**config.mk**
```make
export PLATFORM = sky130hd
export DESIGN_NAME = mstat_top
export DESIGN_NICKNAME = d
export VERILOG_FILES = /design/src/mstat_pkg.sv /design/src/mstat_link_if.sv /design/src/mstat_lpi.sv /design/src/mstat_defer.sv /design/src/mstat_top.sv
export SDC_FILE = /design/constraint.sdc
export NUM_CORES = 1
export LEC_CHECK = 0
export ABC_CLOCK_PERIOD_IN_PS = 2500
export BUFFER_PORTS_ARGS = -buffer_cell sky130_fd_sc_hd__buf_2
export CAP_MARGIN = 20
export CORE_UTILIZATION = 55
export DETAILED_ROUTE_END_ITERATION = 7
export HOLD_SLACK_MARGIN = 0.12
export PLACE_DENSITY = 0.76
export REMOVE_ABC_BUFFERS = 1
export SLEW_MARGIN = 20
export SYNTH_ARGS = -nofsm -noshare
export SYNTH_HDL_FRONTEND = slang
export SYNTH_SLANG_ARGS = --single-unit
```
**constraint.sdc**
```tcl
create_clock -name core_clk_i -period 2.5 [get_ports core_clk_i]
set_clock_uncertainty 0.05 [all_clocks]
set_input_delay 0.5 -clock core_clk_i [delete_from_list [all_inputs] [get_ports core_clk_i]]
set_output_delay 0.5 -clock core_clk_i [all_outputs]
set_load 0.005 [all_outputs]
```
**src/mstat_pkg.sv**
```systemverilog
// constants of the mac statistics counter bank
package mstat_pkg;
  // register byte offsets
  localparam logic [7:0]  OFS_CTRL       = 8'h00;
  localparam logic [7:0]  OFS_MAX_SIZE   = 8'h04;
  localparam logic [7:0]  OFS_LPI_TRANS  = 8'h08;
  localparam logic [7:0]  OFS_LPI_TIME   = 8'h0c;
  localparam logic [7:0]  OFS_CTR_BASE   = 8'h10;
  localparam logic [7:0]  OFS_CTR_LAST   = 8'h4c;
  // control register fields
  localparam int          CTRL_EEE_BIT   = 0;
  localparam int          CTRL_FORCE_BAD_CHECKSUM_BIT  = 1;
  localparam int          CTRL_FPF_BIT   = 2;
  localparam logic [2:0]  CTRL_RST       = 3'h0;
  localparam logic [13:0] MAX_SIZE_RST   = 14'h05ee;
  // receive size-bin thresholds in bytes
  localparam logic [13:0] LEN_64         = 14'h0040;
  localparam logic [13:0] LEN_127        = 14'h007f;
  localparam logic [13:0] LEN_255        = 14'h00ff;
  localparam logic [13:0] LEN_511        = 14'h01ff;
  localparam logic [13:0] LEN_1023       = 14'h03ff;
  localparam logic [13:0] LEN_1518       = 14'h05ee;
  // deferral margin and collision abort threshold
  localparam logic [15:0] DEFER_MARGIN   = 16'h0010;
  localparam logic [4:0]  EXCESS_COL     = 5'h10;
  localparam logic [4:0]  ONE_COL        = 5'h01;
  // microsecond tick from the core clock period
  localparam int          CLK_PERIOD_NS  = 50;
  localparam int          US_NS          = 1000;
  localparam int          CYC_PER_US     = US_NS / CLK_PERIOD_NS;
  localparam logic [4:0]  US_DIV_LAST    = 5'(CYC_PER_US - 1);
  // frame counter slots, read at OFS_CTR_BASE + 4 * index
  typedef enum logic [3:0] {
    CT_RX64, CT_RX127, CT_RX255, CT_RX511, CT_RX1023, CT_RX1518, CT_RXBIG,
    CT_TX_FCS, CT_TX_DEFER, CT_TX_CARRIER, CT_TX_BADBYTES, CT_TX_SINGLE,
    CT_TX_MULTI, CT_TX_EXCOL, CT_TX_LATE, CT_TX_UCBYTES
  } mstat_ctr_e;
  localparam int          NUM_CTR        = 16;
endpackage : mstat_pkg

```
**src/mstat_link_if.sv**
```systemverilog
// signals between the counter bank top and its helpers
`timescale 1ns/1ps
`default_nettype none
interface mstat_link_if;
  logic        eee_en;
  logic        phy_lpi;
  logic [31:0] lpi_trans;
  logic [31:0] lpi_time;
  logic        defer;
  logic        byte_tick;
  logic        collision;
  logic        frame_done;
  logic [13:0] max_size;
  logic        excess;
  modport lpi_mp (input eee_en, phy_lpi, output lpi_trans, lpi_time);
  modport dfr_mp (input defer, byte_tick, collision, frame_done, max_size, output excess);
  modport top_mp (output eee_en, phy_lpi, defer, byte_tick, collision, frame_done,
                  max_size, input lpi_trans, lpi_time, excess);
endinterface : mstat_link_if
`default_nettype wire

```
**src/mstat_lpi.sv**
```systemverilog
// receive low-power-idle transition and time counters
`timescale 1ns/1ps
`default_nettype none
module mstat_lpi (
  input  wire logic          core_clk_i,
  input  wire logic          resetn_i,
  mstat_link_if.lpi_mp       lnk
);
  logic        lpi_prev_r;
  logic [4:0]  us_div_r;
  logic [31:0] trans_r;
  logic [31:0] time_r;

  // previous lpi level, forgotten while eee is off
  always_ff @(posedge core_clk_i or negedge resetn_i) begin
    if (!resetn_i) lpi_prev_r <= 1'b0;
    else lpi_prev_r <= lnk.eee_en & lnk.phy_lpi;
  end

  // count rising edges of the phy indication
  always_ff @(posedge core_clk_i or negedge resetn_i) begin
    if (!resetn_i) trans_r <= 32'h0000_0000;
    else if (!lnk.eee_en) trans_r <= 32'h0000_0000;
    else if (lnk.phy_lpi && !lpi_prev_r) trans_r <= trans_r + 32'h0000_0001;
  end

  // microseconds of lpi; no power-state gating
  always_ff @(posedge core_clk_i or negedge resetn_i) begin
    if (!resetn_i) begin
      us_div_r <= 5'h00;
      time_r   <= 32'h0000_0000;
    end else if (!lnk.eee_en) begin
      us_div_r <= 5'h00;
      time_r   <= 32'h0000_0000;
    end else if (lnk.phy_lpi) begin
      if (us_div_r == mstat_pkg::US_DIV_LAST) begin
        us_div_r <= 5'h00;
        time_r   <= time_r + 32'h0000_0001;
      end else us_div_r <= us_div_r + 5'h01;
    end
  end

  assign lnk.lpi_trans = trans_r;
  assign lnk.lpi_time  = time_r;
endmodule : mstat_lpi
`default_nettype wire

```
**src/mstat_defer.sv**
```systemverilog
// per-attempt deferral timer with excess-deferral flag
`timescale 1ns/1ps
`default_nettype none
module mstat_defer (
  input  wire logic          core_clk_i,
  input  wire logic          resetn_i,
  mstat_link_if.dfr_mp       lnk
);
  logic [15:0] limit;
  logic [15:0] timer_r;
  logic        excess_r;

  // two max frame times plus the double-tag margin, in byte times
  assign limit = {1'b0, lnk.max_size, 1'b0} + mstat_pkg::DEFER_MARGIN;

  // byte-time timer, restarted when deferral ends or on collision
  always_ff @(posedge core_clk_i or negedge resetn_i) begin
    if (!resetn_i) timer_r <= 16'h0000;
    else if (!lnk.defer || lnk.collision) timer_r <= 16'h0000;
    else if (lnk.byte_tick && timer_r != 16'hffff) timer_r <= timer_r + 16'h0001;
  end

  // sticky until frame end; a new excess in the end cycle wins over the clear
  always_ff @(posedge core_clk_i or negedge resetn_i) begin
    if (!resetn_i) excess_r <= 1'b0;
    else if (lnk.defer && timer_r > limit) excess_r <= 1'b1;
    else if (lnk.frame_done) excess_r <= 1'b0;
  end

  assign lnk.excess = excess_r;
endmodule : mstat_defer
`default_nettype wire

```
**src/mstat_top.sv**
```systemverilog
// ethernet mac statistics counter bank
//
// Behaviour
// - count good rx frames of exactly 64 bytes, 20 bits
// - count good rx frames of 65 to 127 bytes, 20 bits
// - count good rx frames of 128 to 255 bytes, 20 bits
// - count good rx frames of 256 to 511 bytes, 20 bits
// - count good rx frames of 512 to 1023 bytes, 20 bits
// - count good rx frames of 1024 to 1518 bytes, 20 bits
// - count good rx frames longer than 1518 bytes, 20 bits
// - size bins skip address-filtered and fifo-overflow frames
// - 64-byte bin also skips pause frames filtered by forward_pause_filter
// - 32-bit count of receive lpi indication rising edges
// - 32-bit total of receive lpi time in microseconds
// - both lpi counters cleared and held while energy enable is low
// - lpi counters keep running in suspend zero, three and normal states
// - 20-bit count of frames sent with bad fcs, forced ones included
// - 20-bit count of frames deferred beyond two max frames plus 16 bytes
// - deferral timer restarts from zero after collision and back-off
// - 20-bit count of frames with carrier absent or lost
// - 32-bit total of bytes sent in errored transmissions
// - 20-bit counts of successes after one and after several collisions
// - abort frame on 16th collision and count such aborts, 20 bits
// - 20-bit count of frames aborted by late collision
// - 32-bit total of bytes in error-free unicast transmitted frames
// - unicast byte total excludes flow control and collision-cut attempts
//
// Chosen here: the Avalon-MM register port and the register addresses.
`timescale 1ns/1ps
`default_nettype none
module mstat_top (
  input  wire logic        core_clk_i,
  input  wire logic        resetn_i,
  // avalon-mm slave
  input  wire logic [7:0]  avs_address_i,
  input  wire logic        avs_read_i,
  input  wire logic        avs_write_i,
  input  wire logic [31:0] avs_writedata_i,
  input  wire logic [3:0]  avs_byteenable_i,
  output logic      [31:0] avs_readdata_o,
  output logic             avs_waitrequest_o,
  // receive frame status, one pulse per frame end
  input  wire logic        rx_done_i,
  input  wire logic [13:0] rx_len_i,
  input  wire logic        rx_err_i,
  input  wire logic        rx_filt_fail_i,
  input  wire logic        rx_fifo_ovf_i,
  input  wire logic        rx_pause_i,
  // receive lpi indication from the phy
  input  wire logic        phy_rx_lpi_i,
  // transmit activity and frame status
  input  wire logic        tx_defer_i,
  input  wire logic        tx_byte_tick_i,
  input  wire logic        tx_collision_i,
  input  wire logic        tx_done_i,
  input  wire logic [13:0] tx_len_i,
  input  wire logic        tx_ok_i,
  input  wire logic        tx_fcs_bad_i,
  input  wire logic        tx_carrier_err_i,
  input  wire logic        tx_late_col_i,
  input  wire logic        tx_unicast_i,
  input  wire logic        tx_pause_i,
  // controls toward the mac datapath
  output logic             tx_abort_o,
  output logic             force_bad_checksum_o,
  output logic             energy_efficient_enable_o,
  output logic             forward_pause_filter_o
);

  mstat_link_if lnk ();

  logic [2:0]  mac_control_reg_r;
  logic [13:0] max_size_r;
  logic        waitreq_r;
  logic [31:0] readdata_r;
  logic [31:0] ctr_r [mstat_pkg::NUM_CTR];
  logic [4:0]  col_cnt_r;
  logic        abort_r;
  logic        rx_take;
  logic        rx_bin_ok;
  logic [3:0]  rx_bin;
  logic        tx_excol;
  logic        req;
  logic        accept;
  logic [31:0] rd_nxt;
  logic [15:0] inc_mask;
  logic [31:0] tx_bad_add;
  logic [31:0] tx_uc_add;

  // 20-bit wrapping increment
  function automatic logic [31:0] inc20(input logic [31:0] v);
    return {12'h000, 20'(v[19:0] + 20'h0_0001)};
  endfunction : inc20

  // size bin index of a received length
  function automatic logic [3:0] bin_of(input logic [13:0] len);
    logic [3:0] b;
    b = 4'(mstat_pkg::CT_RXBIG);
    if (len <= mstat_pkg::LEN_1518) b = 4'(mstat_pkg::CT_RX1518);
    if (len <= mstat_pkg::LEN_1023) b = 4'(mstat_pkg::CT_RX1023);
    if (len <= mstat_pkg::LEN_511) b = 4'(mstat_pkg::CT_RX511);
    if (len <= mstat_pkg::LEN_255) b = 4'(mstat_pkg::CT_RX255);
    if (len <= mstat_pkg::LEN_127) b = 4'(mstat_pkg::CT_RX127);
    return b;
  endfunction : bin_of

  // address inside the frame counter window
  function automatic logic in_ctr_win(input logic [7:0] a);
    return (a >= mstat_pkg::OFS_CTR_BASE) && (a <= mstat_pkg::OFS_CTR_LAST);
  endfunction : in_ctr_win

  // helpers, bound to the shared link
  mstat_lpi u_lpi (
    .core_clk_i (core_clk_i),
    .resetn_i   (resetn_i),
    .lnk        (lnk.lpi_mp)
  );

  mstat_defer u_defer (
    .core_clk_i (core_clk_i),
    .resetn_i   (resetn_i),
    .lnk        (lnk.dfr_mp)
  );

  // drive the link from registers and pins
  assign lnk.eee_en     = mac_control_reg_r[mstat_pkg::CTRL_EEE_BIT];
  assign lnk.phy_lpi    = phy_rx_lpi_i;
  assign lnk.defer      = tx_defer_i;
  assign lnk.byte_tick  = tx_byte_tick_i;
  assign lnk.collision  = tx_collision_i;
  assign lnk.frame_done = tx_done_i;
  assign lnk.max_size   = max_size_r;

  // request accepted on the edge where waitrequest is low
  assign req    = avs_read_i | avs_write_i;
  assign accept = req & ~waitreq_r;

  // one wait cycle per access, then one cycle low
  always_ff @(posedge core_clk_i or negedge resetn_i) begin
    if (!resetn_i) waitreq_r <= 1'b1;
    else if (req && waitreq_r) waitreq_r <= 1'b0;
    else waitreq_r <= 1'b1;
  end

  // read mux; unmapped words read as zero
  always_comb begin
    rd_nxt = 32'h0000_0000;
    if (avs_address_i == mstat_pkg::OFS_CTRL) rd_nxt = {29'h0000_0000, mac_control_reg_r};
    else if (avs_address_i == mstat_pkg::OFS_MAX_SIZE) rd_nxt = {18'h0_0000, max_size_r};
    else if (avs_address_i == mstat_pkg::OFS_LPI_TRANS) rd_nxt = lnk.lpi_trans;
    else if (avs_address_i == mstat_pkg::OFS_LPI_TIME) rd_nxt = lnk.lpi_time;
    else if (in_ctr_win(avs_address_i) && avs_address_i[1:0] == 2'h0) begin
      rd_nxt = ctr_r[4'((avs_address_i - mstat_pkg::OFS_CTR_BASE) >> 2)];
    end
  end

  // read data taken in the wait cycle
  always_ff @(posedge core_clk_i or negedge resetn_i) begin
    if (!resetn_i) readdata_r <= 32'h0000_0000;
    else if (avs_read_i && waitreq_r) readdata_r <= rd_nxt;
  end

  // control register write
  always_ff @(posedge core_clk_i or negedge resetn_i) begin
    if (!resetn_i) mac_control_reg_r <= mstat_pkg::CTRL_RST;
    else if (accept && avs_write_i && avs_address_i == mstat_pkg::OFS_CTRL &&
             avs_byteenable_i[0]) mac_control_reg_r <= avs_writedata_i[2:0];
  end

  // maximum frame size, low two byte lanes
  always_ff @(posedge core_clk_i or negedge resetn_i) begin
    if (!resetn_i) max_size_r <= mstat_pkg::MAX_SIZE_RST;
    else if (accept && avs_write_i && avs_address_i == mstat_pkg::OFS_MAX_SIZE) begin
      if (avs_byteenable_i[0]) max_size_r[7:0] <= avs_writedata_i[7:0];
      if (avs_byteenable_i[1]) max_size_r[13:8] <= avs_writedata_i[13:8];
    end
  end

  // receive bin from the final frame status
  assign rx_take   = rx_done_i & ~rx_err_i & ~rx_filt_fail_i & ~rx_fifo_ovf_i;
  assign rx_bin    = bin_of(rx_len_i);
  assign rx_bin_ok = (rx_len_i == mstat_pkg::LEN_64) ?
                     ~(rx_pause_i & ~mac_control_reg_r[mstat_pkg::CTRL_FPF_BIT]) :
                     (rx_len_i > mstat_pkg::LEN_64);

  // excessive collision seen on this frame
  assign tx_excol = (col_cnt_r >= mstat_pkg::EXCESS_COL);

  // per-frame increment mask, frame end pulses only
  always_comb begin
    inc_mask = 16'h0000;
    if (rx_take && rx_bin_ok) begin
      if (rx_len_i == mstat_pkg::LEN_64) inc_mask[mstat_pkg::CT_RX64] = 1'b1;
      else inc_mask[rx_bin] = 1'b1;
    end
    if (tx_done_i) begin
      inc_mask[mstat_pkg::CT_TX_FCS] = tx_fcs_bad_i |
                                       mac_control_reg_r[mstat_pkg::CTRL_FORCE_BAD_CHECKSUM_BIT];
      inc_mask[mstat_pkg::CT_TX_DEFER]   = lnk.excess;
      inc_mask[mstat_pkg::CT_TX_CARRIER] = tx_carrier_err_i;
      inc_mask[mstat_pkg::CT_TX_SINGLE]  = tx_ok_i && col_cnt_r == mstat_pkg::ONE_COL;
      inc_mask[mstat_pkg::CT_TX_MULTI]   = tx_ok_i && col_cnt_r > mstat_pkg::ONE_COL;
      inc_mask[mstat_pkg::CT_TX_EXCOL]   = tx_excol;
      inc_mask[mstat_pkg::CT_TX_LATE]    = tx_late_col_i;
    end
  end

  // byte totals from the frame end status
  assign tx_bad_add = (tx_done_i && !tx_ok_i) ? {18'h0_0000, tx_len_i} : 32'h0000_0000;
  assign tx_uc_add  = (tx_done_i && tx_ok_i && tx_unicast_i && !tx_pause_i) ?
                      {18'h0_0000, tx_len_i} : 32'h0000_0000;

  // frame counter bank; wraps, cleared only by reset
  always_ff @(posedge core_clk_i or negedge resetn_i) begin
    if (!resetn_i) begin
      for (int i = 0; i < mstat_pkg::NUM_CTR; i++) ctr_r[i] <= 32'h0000_0000;
    end else begin
      for (int i = 0; i < mstat_pkg::NUM_CTR; i++) if (inc_mask[i]) ctr_r[i] <= inc20(ctr_r[i]);
      ctr_r[mstat_pkg::CT_TX_BADBYTES] <= ctr_r[mstat_pkg::CT_TX_BADBYTES] + tx_bad_add;
      ctr_r[mstat_pkg::CT_TX_UCBYTES]  <= ctr_r[mstat_pkg::CT_TX_UCBYTES] + tx_uc_add;
    end
  end

  // collisions of the current frame
  always_ff @(posedge core_clk_i or negedge resetn_i) begin
    if (!resetn_i) col_cnt_r <= 5'h00;
    else if (tx_done_i) col_cnt_r <= 5'h00;
    else if (tx_collision_i && !tx_excol) col_cnt_r <= col_cnt_r + 5'h01;
  end

  // one-cycle abort request on the sixteenth collision
  always_ff @(posedge core_clk_i or negedge resetn_i) begin
    if (!resetn_i) abort_r <= 1'b0;
    else abort_r <= tx_collision_i && !tx_done_i &&
                    col_cnt_r == mstat_pkg::EXCESS_COL - mstat_pkg::ONE_COL;
  end

  // outputs, all from flip-flops
  assign avs_readdata_o            = readdata_r;
  assign avs_waitrequest_o         = waitreq_r;
  assign tx_abort_o                = abort_r;
  assign force_bad_checksum_o      = mac_control_reg_r[mstat_pkg::CTRL_FORCE_BAD_CHECKSUM_BIT];
  assign energy_efficient_enable_o = mac_control_reg_r[mstat_pkg::CTRL_EEE_BIT];
  assign forward_pause_filter_o    = mac_control_reg_r[mstat_pkg::CTRL_FPF_BIT];

endmodule : mstat_top
`default_nettype wire

```
==> metrics.txt, run 1 <==
RSZ-0062 raised after global routing yes; CP Cell Sequence ha_4, fa_2, a211oi_2, buf_4, o211ai_1, a31o_2, a31oi_1, buf_4, buf_12, nor2_4, xor2_1; crit end category register; largest net degree at the start of global routing 78; worst-margin pin slew 0.834 ns; Final ANT Viol Nets 0; Avg Synthesized Cell Area 11.0 um2; fin. max-slew vios 0; CP Buf/Inv Count 3; Hold Fails Final Rpt 0; Period minus WS final 2.57 ns; Max Root-Sink Buffers 3; TritonCTS clock tree done; Cell Area, Placed 29000 um2; initial core utilization 0.563; fin crit share 1.03; htree depth 2; worst-path fanout max 5; VDD IR max 0.602 mV; CTS Root Cell clkbuf_16; Hold EP u_defer.lnk.excess; R2R Path End ctr_r[16]; post-DP HPWL 51000 um; delay-heaviest family, CP compound AO/OA/AOI/OAI gates; EDFF count, synth 0; gr ovfl total 0; crit path launch type register; Hold Path Origin tx_defer_i; Critical Path RT 2.92 ns; CTS buffer count 51; Placer Congestion 0.934; Final Power 21100 uW; TritonCTS Sinks 487; PD cells 673 nW/um2; First-pass DRT Iterations 5; sequential share of the synthesized area 0.462; most numerous cell in the Yosys netlist dfrtp_1; Hold WC Path Type in2reg; maxcap violations 0; Synth cell types 83; wire per inst 20.6 um; Die Wd 221 um; setup slack after layout -0.0699 ns; clock slew seen by the registers of the worst setup and hold paths 0.06 ns; most frequent CP cell buf_4; fin area 31400 um2; WS Path Type reg2reg; PortBufs 108; outcome finished with violations; clk_lat worst skew 0.60 ns; TNS Setup -0.304 ns; top cell type's share of synthesized area 0.453; ys flop type dfrtp_1; Remaining DRCs 0; fraction of registers with async set/reset 1.00; WHS Path Cells 3; post-synth top area cell dfrtp_1; fmax 0.389 GHz; r2r worst-path depth 11; WP data arrival 2.99 ns; Slowest cell on crit path dfrtp_1; Ys Warns 0; top area cells in the synthesized netlist dfrtp_1, xnor2_1, mux4_2; vias in the first global route 20.7k; die area 48900 um2; height of the die 221 um; IO Pins 129; final number of setup-violating endpoints 6; commonest cells in the netlist dfrtp_1, xnor2_1, nand2_1; violated checks negative setup slack; 1st-iter DRT viols 1807; CP peak stage delay 0.41 ns; initial antenna violation count 5; Synth-to-Final Area Change 18.8%; normalized max-slew margin 0.439; row cnt 79; worst r2r src ctr_r[0]; DR vias 20.2k; Total GRT Usage 0.289; synthesized cell area 26400 um2; Mapped Cells 2409; total routed wirelength 69400 um; first-pass GRT wire length 112000 um; Vias per Instance 6.01; share of layout cells above drive strength 1 0.215; Reg2Reg Setup Slack -0.07 ns; nets 2875; #FFs+latches synth 487; leakage 0.0144 uW; core area 47000 um2
[routing by layer]
metal	track usage	share of wire	up-vias
li1	-	-	9184
met1	0.386	0.41	10183
met2	0.468	0.48	684
met3	0.0550	0.072	147
met4	0.112	0.035	2
met5	0	0.00027	-
[through the flow]
stage                     setup slack [ns]  hold slack [ns]  instances   util
after global placement              -0.767            0.406       3236  0.618
after global routing                -0.165            0.133       3363  0.669
after detailed placement            -0.895            0.411       3236  0.618
after floorplan                     -0.725            0.154       2327      -
final                              -0.0699            0.136       3363  0.669
after CTS                          -0.0483            0.125       3354  0.664
[report_power, final]
part / leakage, uW / total, uW / internal [uW] / switching [uW]
clock: 0.000914 / 8450 / 5200 / 3250
combinational: 0.00691 / 3460 / 1730 / 1730
sequential: 0.00657 / 9210 / 8470 / 743
total: 0.0144 / 21100 / 15400 / 5720
[flip-flops by register name, summed over array words and instances, names as in the netlist, 5 cells and up]
signal,cells
col_cnt_r,5
u_lpi.us_div_r,5
u_lpi.lnk.lpi_time,32
lnk.max_size,14
ctr_r,344
avs_readdata_o,32
u_defer.timer_r,16
u_lpi.lnk.lpi_trans,32
[worst max-delay path by stage]
stage / start / end / slack (ns) / cells after the start
2_1_floorplan: tx_done_i / ctr_r[30] / -0.72 / 10
3_3_place_gp: tx_done_i / ctr_r[31] / -0.77 / 14
3_5_place_dp: tx_done_i / ctr_r[25] / -0.89 / 14
4_1_cts: ctr_r[0] / ctr_r[30] / -0.05 / 10
5_1_grt: ctr_r[0] / ctr_r[16] / -0.17 / 11
6_report: ctr_r[0] / ctr_r[16] / -0.07 / 11
[cells by family after synthesis]
| logic type | synth area share |
|---|---|
| adders and majority gates | 0.0337 |
| muxes | 0.108 |
| and+or+nand+nor | 0.182 |
| buffers and inverters | 0.0242 |
| DFF | 0.462 |
| AOI/OAI and AO/OA | 0.0611 |
| xor gates and xnor gates | 0.129 |
[tightest hold or removal path: cells and delay by family]
family | cells | cell delay (ns)
buf+inv | 1 | 0.12
compound gates | 2 | 0.11
[cell usage in the layout (no fill, tap or decap), types with 10 or more instances in the layout]
| cell | instances |
|---|---|
| nor2b_1 | 18 |
| xor2_1 | 119 |
| nand4_1 | 79 |
| clkbuf_8 | 15 |
| mux2_2 | 29 |
| a21oi_1 | 72 |
| o21ai_0 | 35 |
| mux2i_1 | 33 |
| and2_1 | 78 |
| buf_4 | 189 |
| dlygate4sd3_1 | 17 |
| a21boi_0 | 14 |
| a22o_1 | 12 |
| clkbuf_16 | 52 |
| clkbuf_1 | 12 |
| buf_12 | 19 |
| nand3_1 | 133 |
| and4_1 | 32 |
| o31ai_1 | 18 |
| nand2b_1 | 20 |
| inv_1 | 62 |
| buf_2 | 105 |
| nor2_1 | 116 |
| ha_1 | 65 |
| nand2_1 | 232 |
| dfrtp_1 | 477 |
| nor4_1 | 11 |
| mux4_2 | 98 |
| o211ai_1 | 10 |
| and3_1 | 79 |
| nor3_1 | 59 |
| xnor2_1 | 268 |
[layout make-up]
type / instances / area [um2]
multi-input combinational: 1777 / 13800
antenna: 1 / 2.50
timing repair buffer: 333 / 2530
tap: 607 / 759
inverter: 63 / 236
clock inverter: 16 / 329
fill: 3372 / 15600
clock buffer: 79 / 1550
sequential: 487 / 12200
[what timing repair did]
item	CTS	global route
pin swaps	7	8
resized for setup	14	33
hold buffers	17	0
hold endpoints to repair	67	0
endpoints found under the setup margin	31	40
setup buffers	6	8
(Power assumes the default switching activity.)
==> run 2: changes to the inputs <==
- CORE_UTILIZATION: 55 -> 45
- PLACE_DENSITY: 0.76 -> default
- SETUP_SLACK_MARGIN: default -> 0.1
==> run 2 against run 1 <==
The flow now finishes without violations; core utilization shrank 12 points; cell area grew 1.7%; first-iteration DRC count is 31% lower; via count is 3.1% lower; sequential cell count unchanged; largest power group unchanged.
==> metrics.txt, run 2 (same netlist as run 1, synthesis figures left out) <==
outcome finished, final reports clean; crit path launch type primary input; PortBufs 108; wire per inst 19.8 um; Critical Path RT 2.97 ns; Hold Fails Final Rpt 0; TritonCTS Sinks 487; die area 59700 um2; share of layout cells above drive strength 1 0.233; most common library cell in the layout ignoring fill and taps dfrtp_1; worst-margin pin slew 0.950 ns; Remaining DRCs 0; row cnt 88; leakage 0.0145 uW; TritonCTS clock tree done; FILL cells 4980; nets 2892; final number of setup-violating endpoints 0; initial antenna violation count 3; Final Power 21000 uW; Period minus WS final 2.46 ns; VDD IR max 0.462 mV; Max Root-Sink Buffers 3; most frequent cells in the layout dfrtp_1, xnor2_1, nand2_1; Die Wd 244 um; worst-path fanout max 8; clock slew seen by the registers of the worst setup and hold paths 0.06 ns; TNS Setup 0 ns; largest net degree at the start of global routing 100; htree depth 2; RSZ-0062 raised after global routing yes; CTS Root Cell clkbuf_16; Diodes inserted 0; fin. max-slew vios 0; max FFs per register 344; CTS buffer count 54; clk_lat worst skew 0.60 ns; DR vias 19.6k; Hold WC Path Type in2reg; gr ovfl total 0; vias in the first global route 20.0k; height of the die 244 um; Slowest cell on crit path a22oi_1; WP data arrival 2.93 ns; Total GRT Usage 0.239; fmax 0.407 GHz; 1st-iter DRT viols 1250; WS Path Type in2reg; Vias per Instance 5.54; IO Pins 129; fin crit share 0.983; Final ANT Viol Nets 0; Synth-to-Final Area Change 20.8%; First-pass DRT Iterations 5; initial core utilization 0.457; CP peak stage delay 0.44 ns; maxcap violations 0; first-pass GRT wire length 112000 um; PD cells 658 nW/um2; crit end category register; Hold Slack 0.153 ns; core area 57800 um2; largest register by flop count ctr_r; post-DP HPWL 52100 um; normalized max-slew margin 0.361; CP Cell Sequence buf_4, nand2_4, nor3b_4, buf_4, buf_6, and2_1, ha_4, a21oi_2, a22oi_1, a31o_4, a31oi_4, buf_6, buf_12, nor3_2, xor2_1; Placer Congestion 0.887; total routed wirelength 69900 um
run 2: final timing paths:
| check | slack, ns | depth (start not counted) | endpoint | startpoint |
|---|---|---|---|---|
| setup / recovery | 0.04 | 15 | ctr_r[20] | tx_done_i |
| max in group asynchronous | 1.21 | 3 | ctr_r[419] | resetn_i |
| setup reg to reg | 0.06 | 11 | ctr_r[20] | ctr_r[0] |
| hold / removal | 0.15 | 3 | ctr_r[194] | tx_carrier_err_i |
| hold reg to reg | 0.42 | 1 | ctr_r[115] | ctr_r[115] |
| min in group asynchronous | 0.33 | 2 | lnk.max_size[9] | resetn_i |
run 2: layout make-up:
cell class                 count  area (um2)  share of cell area
inverter                      63         236             0.00741
clock inverter                13         145             0.00455
timing repair buffer         347        2630              0.0825
multi-input combinational   1777       14100               0.441
tap                          765         957              0.0300
sequential                   487       12200               0.382
clock buffer                  86        1680              0.0525
run 2: critical path: cells and delay by family:
family / cells / cell delay [ns]
compound gates: 4 / 0.83
xor+xnor: 1 / 0.15
fa+ha+maj: 1 / 0.18
buf+inv: 5 / 0.66
simple gates: 4 / 0.60
run 2: per-layer routing:
metal,part of all wire,vias up,track usage
met5,0.00017,-,0
met4,0.030,2,0.0800
met3,0.054,122,0.0459
met2,0.48,407,0.390
met1,0.44,9800,0.320
li1,-,9252,-
run 2: stage by stage:
stage	std cells	area (um2)	setup slack [ns]	utilization
2_1_floorplan	2327	26000	-0.725	-
3_3_place_gp	3401	29200	-0.823	0.506
3_5_place_dp	3401	29200	-0.954	0.506
4_1_cts	3529	31500	0.0813	0.544
5_1_grt	3538	31900	-0.0459	0.552
6_report	3538	31900	0.0428	0.552
run 2: repair_timing:
item,4_1_cts,5_1_grt
setup buffers,12,8
endpoints found under the hold margin,277,0
gates cloned,0,2
gates resized for setup,33,83
endpoints found under the setup margin,41,50
hold buffers,17,0
pin swaps,15,49
run 2: power breakdown:
part           switching [uW]  internal (uW)
clock network            3260           4870
registers                 732           8470
logic                    1830           1820
total                    5820          15200
